[src/ptf_pkg.sv]
package ptf_pkg;
    // ****************************************************
    // register byte offsets
    // ****************************************************
    localparam logic [7:0] ADDR_SYNC_SEL = 8'h00;
    localparam logic [7:0] ADDR_TRIG_CTL = 8'h04;
    localparam logic [7:0] ADDR_FAULT_CTL = 8'h08;
    localparam logic [7:0] ADDR_STRIG = 8'h0C;
    localparam logic [7:0] ADDR_FAULT_DATA = 8'h10;
    localparam logic [7:0] ADDR_CTRL = 8'h14;
    localparam logic [7:0] ADDR_IRQ_STAT = 8'h18;
    localparam logic [7:0] ADDR_IRQ_MASK = 8'h1C;
    localparam logic [7:0] ADDR_STATE = 8'h20;
    // ****************************************************
    // field positions
    // ****************************************************
    localparam int TRG_DIV_LSB = 12;
    localparam int TRG_DTM_BIT = 7;
    localparam int TRG_STRT_LSB = 0;
    localparam int FLT_SRC_LSB = 3;
    localparam int FLT_POL_BIT = 2;
    localparam int FLT_MOD_LSB = 0;
    localparam int STRIG_LSB = 3;
    localparam int CTRL_EN_BIT = 0;
    localparam int CTRL_FCLR_BIT = 1;
    // ****************************************************
    // writable masks and reset values
    // ****************************************************
    localparam logic [15:0] MASK_SYNC_SEL = 16'h00FF;
    localparam logic [15:0] MASK_TRIG_CTL = 16'hF0BF;
    localparam logic [15:0] MASK_FAULT_CTL = 16'h00FF;
    localparam logic [15:0] MASK_STRIG = 16'hFFF8;
    localparam logic [15:0] MASK_FAULT_DATA = 16'h0003;
    localparam logic [15:0] RST_REG = 16'h0000;
    localparam logic [7:0] SYNC_PIN_MAX = 8'hB5;
    // ****************************************************
    // fault codes
    // ****************************************************
    localparam logic [4:0] FSRC_FAULT1 = 5'h01;
    localparam logic [4:0] FSRC_FAULT8 = 5'h08;
    localparam logic [4:0] FSRC_CMP1 = 5'h0D;
    localparam logic [4:0] FSRC_CMP2 = 5'h0E;
    typedef enum logic [1:0]
    {
        PTF_FM_LATCH = 2'b00,
        PTF_FM_CYCLE = 2'b01,
        PTF_FM_RSVD = 2'b10,
        PTF_FM_OFF = 2'b11
    } ptf_fmode_t;
    // interrupt bits: 0 primary trigger, 1 fault
    localparam int IRQ_W = 2;
endpackage

[src/ptf_trig_if.sv]
interface ptf_trig_if;
    logic       enable;
    logic       cycle_start;
    logic [3:0] divider;
    logic [5:0] start_delay;
    logic       event_in;
    logic       trig_out;
    logic       delay_busy;
    modport ctl (output enable, cycle_start, divider, start_delay, event_in,
                 input trig_out, delay_busy);
    modport div (input enable, cycle_start, divider, start_delay, event_in,
                 output trig_out, delay_busy);
endinterface

[src/ptf_trig_div.sv]
module ptf_trig_div
(
    // clock and reset
    input  wire logic clk,
    input  wire logic rst,
    // control
    ptf_trig_if.div   tif
);
    import ptf_pkg::*;

    logic [3:0] event_cnt;
    logic [5:0] delay_cnt;
    logic       enable_d;
    logic       started;

    // ****************************************************
    // start delay after enable
    // ****************************************************
    always_ff @(posedge clk or posedge rst)
    begin
        if (rst)
        begin
            enable_d  <= 1'b0;
            delay_cnt <= 6'h00;
            started   <= 1'b0;
        end
        else
        begin
            enable_d <= tif.enable;
            if (!tif.enable)
            begin
                started <= 1'b0;
            end
            else if (!enable_d)
            begin
                delay_cnt <= tif.start_delay;
                started   <= (tif.start_delay == 6'h00);
            end
            else if (!started && tif.cycle_start)
            begin
                if (delay_cnt <= 6'h01)
                begin
                    started <= 1'b1;
                end
                delay_cnt <= delay_cnt - 6'h01;
            end
        end
    end

    // ****************************************************
    // postscaler: one output per divider+1 events
    // ****************************************************
    always_ff @(posedge clk or posedge rst)
    begin
        if (rst)
        begin
            event_cnt <= 4'h0;
        end
        else if (!tif.enable)
        begin
            event_cnt <= 4'h0;
        end
        else if (tif.event_in && started)
        begin
            if (event_cnt >= tif.divider)
            begin
                event_cnt <= 4'h0;
            end
            else
            begin
                event_cnt <= event_cnt + 4'h1;
            end
        end
    end

    assign tif.trig_out = tif.enable && started && tif.event_in &&
                          (event_cnt >= tif.divider);
    assign tif.delay_busy = tif.enable && !started;
endmodule

[src/ptf_top.sv]
// How it works
// - divider N passes every N+1th trigger event
// - dual mode merges secondary into primary trigger
// - otherwise primary and secondary triggers stay separate
// - first primary trigger waits start-delay PWM cycles; secondary match is not delayed
// - source code selects fault 1-8 or comparators
// - polarity one means selected source active low
// - mode 11 ignores fault; 10 reserved
// - mode 01 overrides outputs cycle by cycle
// - mode 00 overrides outputs and latches
// - secondary match never raises trigger interrupt
module ptf_top
(
    // clock and reset
    input  wire logic         clk,
    input  wire logic         rst,
    // apb slave
    input  wire logic         psel,
    input  wire logic         penable,
    input  wire logic         pwrite,
    input  wire logic [7:0]   paddr,
    input  wire logic [31:0]  pwdata,
    output logic              pready,
    output logic [31:0]       prdata,
    output logic              pslverr,
    // pwm core side, same clock
    input  wire logic         cycle_start,
    input  wire logic [12:0]  local_time,
    input  wire logic         primary_event,
    input  wire logic         pwm_high_in,
    input  wire logic         pwm_low_in,
    // pins from outside
    input  wire logic [7:0]   fault_pins,
    input  wire logic [1:0]   comparator_in,
    input  wire logic [181:1] remappable_pin,
    // outputs
    output logic              pwm_high_output,
    output logic              pwm_low_output,
    output logic              adc_trigger,
    output logic              adc_trigger2,
    output logic              sync_in2,
    output logic              pwm_master_enable,
    output logic              irq
);
    import ptf_pkg::*;

    logic [15:0]      sync_input2_pin_select;
    logic [15:0]      pwm_trigger_control;
    logic [15:0]      pwm_fault_limit_control;
    logic [15:0]      secondary_trigger_compare;
    logic [15:0]      fault_override_values;
    logic [IRQ_W-1:0] irq_status;
    logic [IRQ_W-1:0] irq_mask;
    logic [7:0]       fault_s1;
    logic [7:0]       fault_s2;
    logic [1:0]       cmp_s1;
    logic [1:0]       cmp_s2;
    logic [181:1]     pin_s1;
    logic [181:1]     pin_s2;
    logic             fault_raw;
    logic             fault_active;
    logic             fault_latched;
    logic             fault_force;
    logic             secondary_match;
    logic             secondary_event;
    logic             wr_en;
    logic             rd_en;
    logic             addr_ok;
    logic             fault_clear;
    logic [31:0]      next_rdata;
    ptf_fmode_t       fault_mode;

    ptf_trig_if tif ();

    ptf_trig_div u_div
    (
        .clk (clk),
        .rst (rst),
        .tif (tif)
    );

    // ****************************************************
    // apb access
    // ****************************************************
    // zero wait states: every access completes in its access phase
    assign pready  = 1'b1;
    assign wr_en   = psel && penable && pwrite;
    assign rd_en   = psel && penable && !pwrite;
    assign addr_ok = (paddr <= ADDR_STATE) && (paddr[1:0] == 2'b00);
    assign pslverr = psel && penable && !addr_ok;
    assign fault_clear = wr_en && (paddr == ADDR_CTRL) &&
                         pwdata[CTRL_FCLR_BIT];

    always_ff @(posedge clk or posedge rst)
    begin
        if (rst)
        begin
            sync_input2_pin_select    <= RST_REG;
            pwm_trigger_control       <= RST_REG;
            pwm_fault_limit_control   <= RST_REG;
            secondary_trigger_compare <= RST_REG;
            fault_override_values     <= RST_REG;
            pwm_master_enable         <= 1'b0;
            irq_mask                  <= '0;
        end
        else if (wr_en)
        begin
            unique case (paddr)
                ADDR_SYNC_SEL:
                    sync_input2_pin_select <= pwdata[15:0] & MASK_SYNC_SEL;
                ADDR_TRIG_CTL:
                    pwm_trigger_control <= pwdata[15:0] & MASK_TRIG_CTL;
                ADDR_FAULT_CTL:
                    pwm_fault_limit_control <= pwdata[15:0] & MASK_FAULT_CTL;
                ADDR_STRIG:
                    secondary_trigger_compare <= pwdata[15:0] & MASK_STRIG;
                ADDR_FAULT_DATA:
                    fault_override_values <= pwdata[15:0] & MASK_FAULT_DATA;
                ADDR_CTRL:
                    pwm_master_enable <= pwdata[CTRL_EN_BIT];
                ADDR_IRQ_MASK:
                    irq_mask <= pwdata[IRQ_W-1:0];
                default:
                begin
                end
            endcase
        end
    end

    always_comb
    begin
        next_rdata = 32'h0000_0000;
        unique case (paddr)
            ADDR_SYNC_SEL:   next_rdata[15:0] = sync_input2_pin_select;
            ADDR_TRIG_CTL:   next_rdata[15:0] = pwm_trigger_control;
            ADDR_FAULT_CTL:  next_rdata[15:0] = pwm_fault_limit_control;
            ADDR_STRIG:      next_rdata[15:0] = secondary_trigger_compare;
            ADDR_FAULT_DATA: next_rdata[15:0] = fault_override_values;
            ADDR_CTRL:       next_rdata[CTRL_EN_BIT] = pwm_master_enable;
            ADDR_IRQ_STAT:   next_rdata[IRQ_W-1:0] = irq_status;
            ADDR_IRQ_MASK:   next_rdata[IRQ_W-1:0] = irq_mask;
            ADDR_STATE:
                next_rdata[2:0] = {tif.delay_busy, fault_active, fault_latched};
            default:         next_rdata = 32'h0000_0000;
        endcase
    end

    // read data registered during setup so it is stable in access phase
    always_ff @(posedge clk or posedge rst)
    begin
        if (rst)
        begin
            prdata <= 32'h0000_0000;
        end
        else if (psel && !penable && !pwrite)
        begin
            prdata <= next_rdata;
        end
    end

    // ****************************************************
    // input synchronisers
    // ****************************************************
    always_ff @(posedge clk or posedge rst)
    begin
        if (rst)
        begin
            fault_s1 <= 8'h00;
            fault_s2 <= 8'h00;
            cmp_s1   <= 2'b00;
            cmp_s2   <= 2'b00;
            pin_s1   <= '0;
            pin_s2   <= '0;
        end
        else
        begin
            fault_s1 <= fault_pins;
            fault_s2 <= fault_s1;
            cmp_s1   <= comparator_in;
            cmp_s2   <= cmp_s1;
            pin_s1   <= remappable_pin;
            pin_s2   <= pin_s1;
        end
    end

    // ****************************************************
    // sync input 2 routing
    // ****************************************************
    always_ff @(posedge clk or posedge rst)
    begin
        if (rst)
        begin
            sync_in2 <= 1'b0;
        end
        else if (sync_input2_pin_select[7:0] == 8'h00 ||
                 sync_input2_pin_select[7:0] > SYNC_PIN_MAX)
        begin
            sync_in2 <= 1'b0;
        end
        else
        begin
            sync_in2 <= pin_s2[sync_input2_pin_select[7:0]];
        end
    end

    // ****************************************************
    // fault selection and override
    // ****************************************************
    assign fault_mode = ptf_fmode_t'(pwm_fault_limit_control[1:0]);

    always_comb
    begin
        logic [4:0] src;
        src = pwm_fault_limit_control[FLT_SRC_LSB +: 5];
        fault_raw = 1'b0;
        if (src >= FSRC_FAULT1 && src <= FSRC_FAULT8)
        begin
            fault_raw = fault_s2[3'(src - FSRC_FAULT1)];
        end
        else if (src == FSRC_CMP1)
        begin
            fault_raw = cmp_s2[0];
        end
        else if (src == FSRC_CMP2)
        begin
            fault_raw = cmp_s2[1];
        end
    end

    // polarity is assumed static while disabled
    assign fault_active = (pwm_fault_limit_control[FLT_POL_BIT] ?
                           !fault_raw : fault_raw) &&
                          (fault_mode == PTF_FM_LATCH ||
                           fault_mode == PTF_FM_CYCLE);

    always_ff @(posedge clk or posedge rst)
    begin
        if (rst)
        begin
            fault_latched <= 1'b0;
        end
        else if (fault_active && fault_mode == PTF_FM_LATCH)
        begin
            fault_latched <= 1'b1;
        end
        else if (fault_clear || !pwm_master_enable ||
                 fault_mode != PTF_FM_LATCH)
        begin
            fault_latched <= 1'b0;
        end
    end

    assign fault_force = fault_latched ||
                         (fault_active && fault_mode == PTF_FM_CYCLE);

    always_ff @(posedge clk or posedge rst)
    begin
        if (rst)
        begin
            pwm_high_output <= 1'b0;
            pwm_low_output  <= 1'b0;
        end
        else if (fault_force)
        begin
            pwm_high_output <= fault_override_values[1];
            pwm_low_output  <= fault_override_values[0];
        end
        else
        begin
            pwm_high_output <= pwm_high_in;
            pwm_low_output  <= pwm_low_in;
        end
    end

    // ****************************************************
    // triggers
    // ****************************************************
    assign secondary_match = pwm_master_enable &&
        (local_time == secondary_trigger_compare[STRIG_LSB +: 13]);
    assign secondary_event = secondary_match && cycle_start == 1'b0 ?
                             1'b1 : secondary_match;

    assign tif.enable      = pwm_master_enable;
    assign tif.cycle_start = cycle_start;
    assign tif.divider     = pwm_trigger_control[TRG_DIV_LSB +: 4];
    assign tif.start_delay = pwm_trigger_control[TRG_STRT_LSB +: 6];
    assign tif.event_in    = primary_event;

    always_ff @(posedge clk or posedge rst)
    begin
        if (rst)
        begin
            adc_trigger  <= 1'b0;
            adc_trigger2 <= 1'b0;
        end
        else if (pwm_trigger_control[TRG_DTM_BIT])
        begin
            adc_trigger  <= tif.trig_out || secondary_event;
            adc_trigger2 <= 1'b0;
        end
        else
        begin
            adc_trigger  <= tif.trig_out;
            adc_trigger2 <= secondary_event;
        end
    end

    // ****************************************************
    // interrupts: set wins over write-one clear
    // ****************************************************
    always_ff @(posedge clk or posedge rst)
    begin
        if (rst)
        begin
            irq_status <= '0;
        end
        else
        begin
            // only the primary path sets bit 0, never the secondary
            irq_status[0] <= tif.trig_out ||
                (irq_status[0] && !(wr_en && paddr == ADDR_IRQ_STAT &&
                                    pwdata[0]));
            irq_status[1] <= (fault_active && !fault_force) ||
                (fault_active && fault_mode != PTF_FM_OFF) ||
                (irq_status[1] && !(wr_en && paddr == ADDR_IRQ_STAT &&
                                    pwdata[1]));
        end
    end

    assign irq = |(irq_status & irq_mask);
endmodule

[config.mk]
export PLATFORM = sky130hd
export DESIGN_NAME = ptf_top
export DESIGN_NICKNAME = d
export VERILOG_FILES = /design/src/ptf_pkg.sv /design/src/ptf_trig_if.sv /design/src/ptf_trig_div.sv /design/src/ptf_top.sv
export SDC_FILE = /design/constraint.sdc
export NUM_CORES = 1
export LEC_CHECK = 0
export ABC_CLOCK_PERIOD_IN_PS = 27200
export BUFFER_PORTS_ARGS = -buffer_cell sky130_fd_sc_hd__clkbuf_2
export CAP_MARGIN = 40
export CORE_MARGIN = 2
export CORE_UTILIZATION = 40
export CTS_BUF_LIST = sky130_fd_sc_hd__clkbuf_4
export CTS_CLUSTER_DIAMETER = 50
export CTS_CLUSTER_SIZE = 8
export DETAILED_ROUTE_END_ITERATION = 7
export PLACE_DENSITY = 0.67
export REMOVE_ABC_BUFFERS = 1
export SYNTH_ARGS = -nofsm -noshare
export SYNTH_HDL_FRONTEND = slang
export SYNTH_HIERARCHICAL = 1
export SYNTH_SLANG_ARGS = --single-unit
[constraint.sdc]
create_clock -name clk -period 27.2 [get_ports clk]
set_clock_uncertainty 0.1 [all_clocks]
set_input_delay 2.72 -clock clk [delete_from_list [all_inputs] [get_ports clk]]
set_output_delay 2.72 -clock clk [all_outputs]
set_load 0.1 [all_outputs]
---- After elaboration in Yosys (flattened, before gate mapping) ----
Index checks and enable logic that the tools add are counted.
operators by class
  multiplexer cells ....................... 29
  $lt $le $gt $ge ......................... 8
  reduce and logical (&&, ||, !) cells .... 62
  $add $sub $neg .......................... 3
  equal/unequal tests ..................... 17
  bitwise logic cells ..................... 2
operator list
  operator            count
  $pmux 13 s4         1
  $eq 8x5->1 const B  4
  $logic_and 1x1->1   27
  $mux 1              18
  $reduce_and 2->1    9
  $eq 8x4->1 const B  2
  $logic_not 8->1     2
  $eq 13x13->1        1
  $mux 4              3
  $mux 6              2
  $eq 5x4->1 const B  2
  $logic_not 1->1     9
  $logic_or 1x1->1    9
  $lt 8x9->1 const B  1
  $bmux 1 s8          1
  $eq 8x3->1 const B  1
  $eq 8x6->1 const B  1
  $gt 8x8->1 const B  1
  $le 8x6->1 const B  1
  $pmux 1 s8          1
  $pmux 1 s7          1
  $le 6x1->1 const B  1
  $logic_not 6->1     1
  $ne 3x3->1 const B  2
  17 further kinds    20
word-level totals
  bits in registers ....................... 463

---- Logic depth before layout (Yosys ltp) ----
  depth after elaboration ................. 13
  gate-level depth with buffers ........... 9
  depth with buffers taken out ............ 8

---- By module ----
Netlist, hierarchy kept.
by module, submodules not included
  module        sequential area each (µm²)  cells each  times used  area each (µm²)
  ptf_top       11285.8                     841         1           14691.6
  ptf_trig_div  300.3                       93          1           845.8

---- Worst setup path after synthesis ----
OpenSTA, ideal clock, no wires.
  kind .................................... input -> output
  from .................................... in paddr[2]
  to ...................................... out pslverr
  setup slack ............................. 20145 ps
  data arrival time ....................... 4235 ps
  cell stages on the path ................. 5
  cell sequence ........................... clkbuf_1 -> nor4_1 -> and4b_1 -> o21ai_0 -> and3_1
between the ends
  word-level cells in the longest chain between the ends .. 4
ends and longest elaborated chain
  element             line           RTL
  start: declaration  ptf_top.sv:21  input wire logic [7:0] paddr,
  $le 8x6->1          ptf_top.sv:89  assign addr_ok = (paddr <= ADDR_STATE) && (paddr[1:0] == 2'b00);
  $logic_and 1x1->1   ptf_top.sv:89
  $logic_not 1->1     ptf_top.sv:90  assign pslverr = psel && penable && !addr_ok;
  $logic_and 1x1->1   ptf_top.sv:90
  end: declaration    ptf_top.sv:25  output logic pslverr,
No other way between the ends.

---- Worst setup path after layout ----
Ends and elaborated chain as after synthesis.

==> out/qor.csv <==
metric,value,unit
status,completed,
post-CTS setup buffer count,0,
Mapped Area,15500,um2
1st-iter DRT viols,423,
Internal Power,0.918,mW
Yosys top cell area share,74.6,%
fin crit period,7190,ps
Min Hold Slack,230,ps
crit end category,primary output,
DR vias/cell,4.74,
Yosys warnings,6,
Area Growth Syn to Fin,16.3,%
max_cap viols,0,
endpoints failing hold,0,
Initial Util,40.4,%
gr ovfl total,0,
Least-Margin Pin Slew,887,ps
Post-synth EDFFs,0,
Hold Crit Class,reg2reg,
cell taking the most area after synthesis,dfrtp_1,
Post-CTS Resized,0,
die width,201,um
Hold EP,pin_s2[125]$_DFF_PP0_,
cts bufs inserted,70,
Finished Layout Cells,1776,
register-to-register path setup slack,24180,ps
Rel. slew slack,40.9,%
clock share of power,31.6,%
Die ar.,40400,um2
Power Density,67.0,nW/um2
CP max FO,10,
sw frac,24.2,%
sequential fraction of the synthesis area,74.6,%
Clock Path Buffers,3,
DP Area,17300,um2
Reg2Reg Depth,7,
syn avg cell area,16.6,um2
final wirelength,31000,um
largest net degree at the start of global routing,183,
ys async rst share,100,%
Core ar.,38500,um2
nets,1505,
TritonCTS clock tree,built,
fmax,139,MHz
clk slew on worst S/H paths,90,ps
R2R Path End,sync_in2$_DFF_PP0_,
leak pwr,8.35,nW
placed cell count,1687,
Max VDD drop,0.0421,mV
synth top area cells,"dfrtp_1 75%, mux4_2 6.1%, mux2_2 2.9%",
Mapped Cells,934,
row count,72,
layout cell share with drive strength beyond 1,36.0,%
I/O pin cnt,294,
Fill cells,3415,
Startpoint Class,input pin,
min-delay src,pin_s1[125]$_DFF_PP0_,
Wirelength per Cell,17.5,um
Comb pwr share,7.7,%
"Clk Latency, worst-skew pair",740,ps
Root Driver,clkbuf_4,
GPL Wtd Cong,0.780,
Psw,0.293,mW
RR Startpoint,sync_input2_pin_select[1]$_DFFE_PP0P_,
DIE HEIGHT,201,um
initial antenna violation count,2,
Vias,8416,
post-layout instance area,18100,um2
part of the power in registers,60.6,%
drt pass-1 iters,5,
GRT Overall Usage,16.0,%
CTS Sinks,463,
TNS Setup,0,ps
Yosys reg bits,463,
post-detail-place hpwl,21300,um
PortBufs,260,
"Slew Viols, Final",0,
first-pass GRT wire length,49400,um
predominant post-synthesis flop cell,dfrtp_1,
vias in the first global route,9120,
Crit Path Class,in2out,
post-route DRC violation count,0,
final setup violation count,0,
Final period util,26.5,%
Hold Crit Depth,0,
Critical Path RT,24380,ps
RSZ-0062 raised after global routing,false,
synth unique cells,66,
H-tree levels,3,
"Hold-fix buffers, CTS",0,
"antenna viol nets, final",0,
critical path arrival,4370,ps
synthesized netlist by cell type, drive strengths merged, types with 7 or more instances:
library cell	n
clkbuf	11
a31oi	9
buf	38
nor2	33
mux4	42
a221oi	7
mux2i	14
a22oi	8
and2	9
dfrtp	463
and3	12
mux2	52
nand2	50
a222oi	7
ha	11
nor2b	11
inv	16
a21oi	14
nor3	7
xnor2	9
nand3	14
o21ai	17
nand4	8
per-layer routing:
metal  vias to the layer above  global-route usage [%]  share of wire [%]
met5                         -                       0              0.035
met4                         2                    5.03                1.5
met3                        47                    4.40                6.3
met2                       274                    25.4                 48
met1                      4212                    21.5                 44
li1                       3881                       -                  -
cell usage in the layout, fill, tap and decap left out, types with 4 or more instances in the layout:
| cell | netlist | final |
|---|---|---|
| nor2_1 | 33 | 33 |
| dfrtp_1 | 463 | 461 |
| nand3_1 | 14 | 14 |
| nor3_1 | 6 | 6 |
| nor4_1 | 4 | 4 |
| xor2_1 | 5 | 5 |
| a221oi_1 | 7 | 7 |
| nand4_1 | 8 | 8 |
| mux4_2 | 42 | 42 |
| or3_1 | 4 | 4 |
| o211ai_1 | 5 | 5 |
| a21boi_1 | 5 | 5 |
| mux2_2 | 40 | 40 |
| xnor2_1 | 9 | 9 |
| clkbuf_4 | 0 | 81 |
| o22ai_1 | 4 | 4 |
| conb_1 | 2 | 17 |
| nand2_1 | 50 | 50 |
| clkbuf_2 | 0 | 260 |
| a222oi_1 | 7 | 7 |
| o21ai_1 | 4 | 4 |
| nor2b_1 | 11 | 11 |
| ha_1 | 11 | 11 |
| a21o_1 | 4 | 4 |
| a31oi_1 | 9 | 9 |
| o21ai_0 | 12 | 12 |
| inv_1 | 16 | 15 |
| a22oi_1 | 8 | 8 |
| and3_1 | 11 | 11 |
| and2_1 | 9 | 9 |
| a21oi_1 | 14 | 14 |
| mux2_1 | 12 | 12 |
| buf_4 | 23 | 6 |
| mux2i_1 | 14 | 14 |
registers in the layout (all words and copies together), names as in the netlist, 2 cells and up:
signal	count
pwm_fault_limit_control	8
cmp_s1	2
prdata	16
fault_override_values	2
pin_s1	181
secondary_trigger_compare	13
fault_s1	8
pin_s2	181
u_div/delay_cnt	6
u_div/event_cnt	4
cmp_s2	2
sync_input2_pin_select	8
fault_s2	8
irq_mask	2
pwm_trigger_control	11
irq_status	2
layout make-up:
class | count | area [um2] | share of cell area (%)
clock inverter | 7 | 115 | 0.637
sequential | 463 | 11600 | 64.2
inverter | 16 | 67.6 | 0.374
clock buffer | 81 | 608 | 3.37
multi-input combinational | 421 | 3630 | 20.1
antenna | 1 | 2.50 | 0.0139
timing repair buffer | 269 | 1400 | 7.74
tap | 518 | 648 | 3.59
metrics by stage:
step,power [mW],setup slack [ps],utilization [%]
global route,1.27,19900,47.0
global placement,0.841,20030,45.0
CTS,1.23,20030,46.9
finish,1.21,20010,47.0
floorplan,0.807,11810,-
detailed placement,0.844,20040,45.1
cell families (layout without fill, tap and decap cells):
| family | Yosys count | after routing | share of synthesized area (%) |
|---|---|---|---|
| other | 2 | 18 | 0.0483 |
| flip-flops | 463 | 463 | 74.6 |
| AO/OA/AOI/OAI | 104 | 104 | 4.97 |
| adder cells (fa/ha/maj) | 11 | 11 | 0.886 |
| XOR/XNOR | 14 | 14 | 0.789 |
| buffers and inverters | 65 | 373 | 2.44 |
| multiplexers | 108 | 108 | 10.8 |
| AND/OR/NAND/NOR | 167 | 167 | 5.54 |
critical path: stages:
cell and delay [ps]:
clkbuf_2 170, nor4_1 420, and4b_1 400, o21ai_0 120, and3_1 190, clkbuf_2 360
how the worst max path moves through the flow:
stage | startpoint | end | slack, ps | depth (start not counted)
6_report | paddr[2] | pslverr | 20010 | 6
3_3_place_gp | paddr[2] | pslverr | 20030 | 6
3_5_place_dp | paddr[2] | pslverr | 20040 | 6
2_1_floorplan | rst | adc_trigger$_DFF_PP0_ | 11810 | 1
5_1_grt | paddr[2] | pslverr | 19900 | 6
4_1_cts | paddr[2] | pslverr | 20030 | 6
power by group through the flow:
stage / logic, mW / registers [mW] / clock network, mW
after CTS: 0.0959 / 0.735 / 0.401
after global routing: 0.103 / 0.738 / 0.434
after detailed placement: 0.0957 / 0.749 / 0
final: 0.0937 / 0.734 / 0.383
after floorplan: 0.0438 / 0.763 / 0
after global placement: 0.0939 / 0.747 / 0
Note: power is estimated with default switching activity, not from simulation.
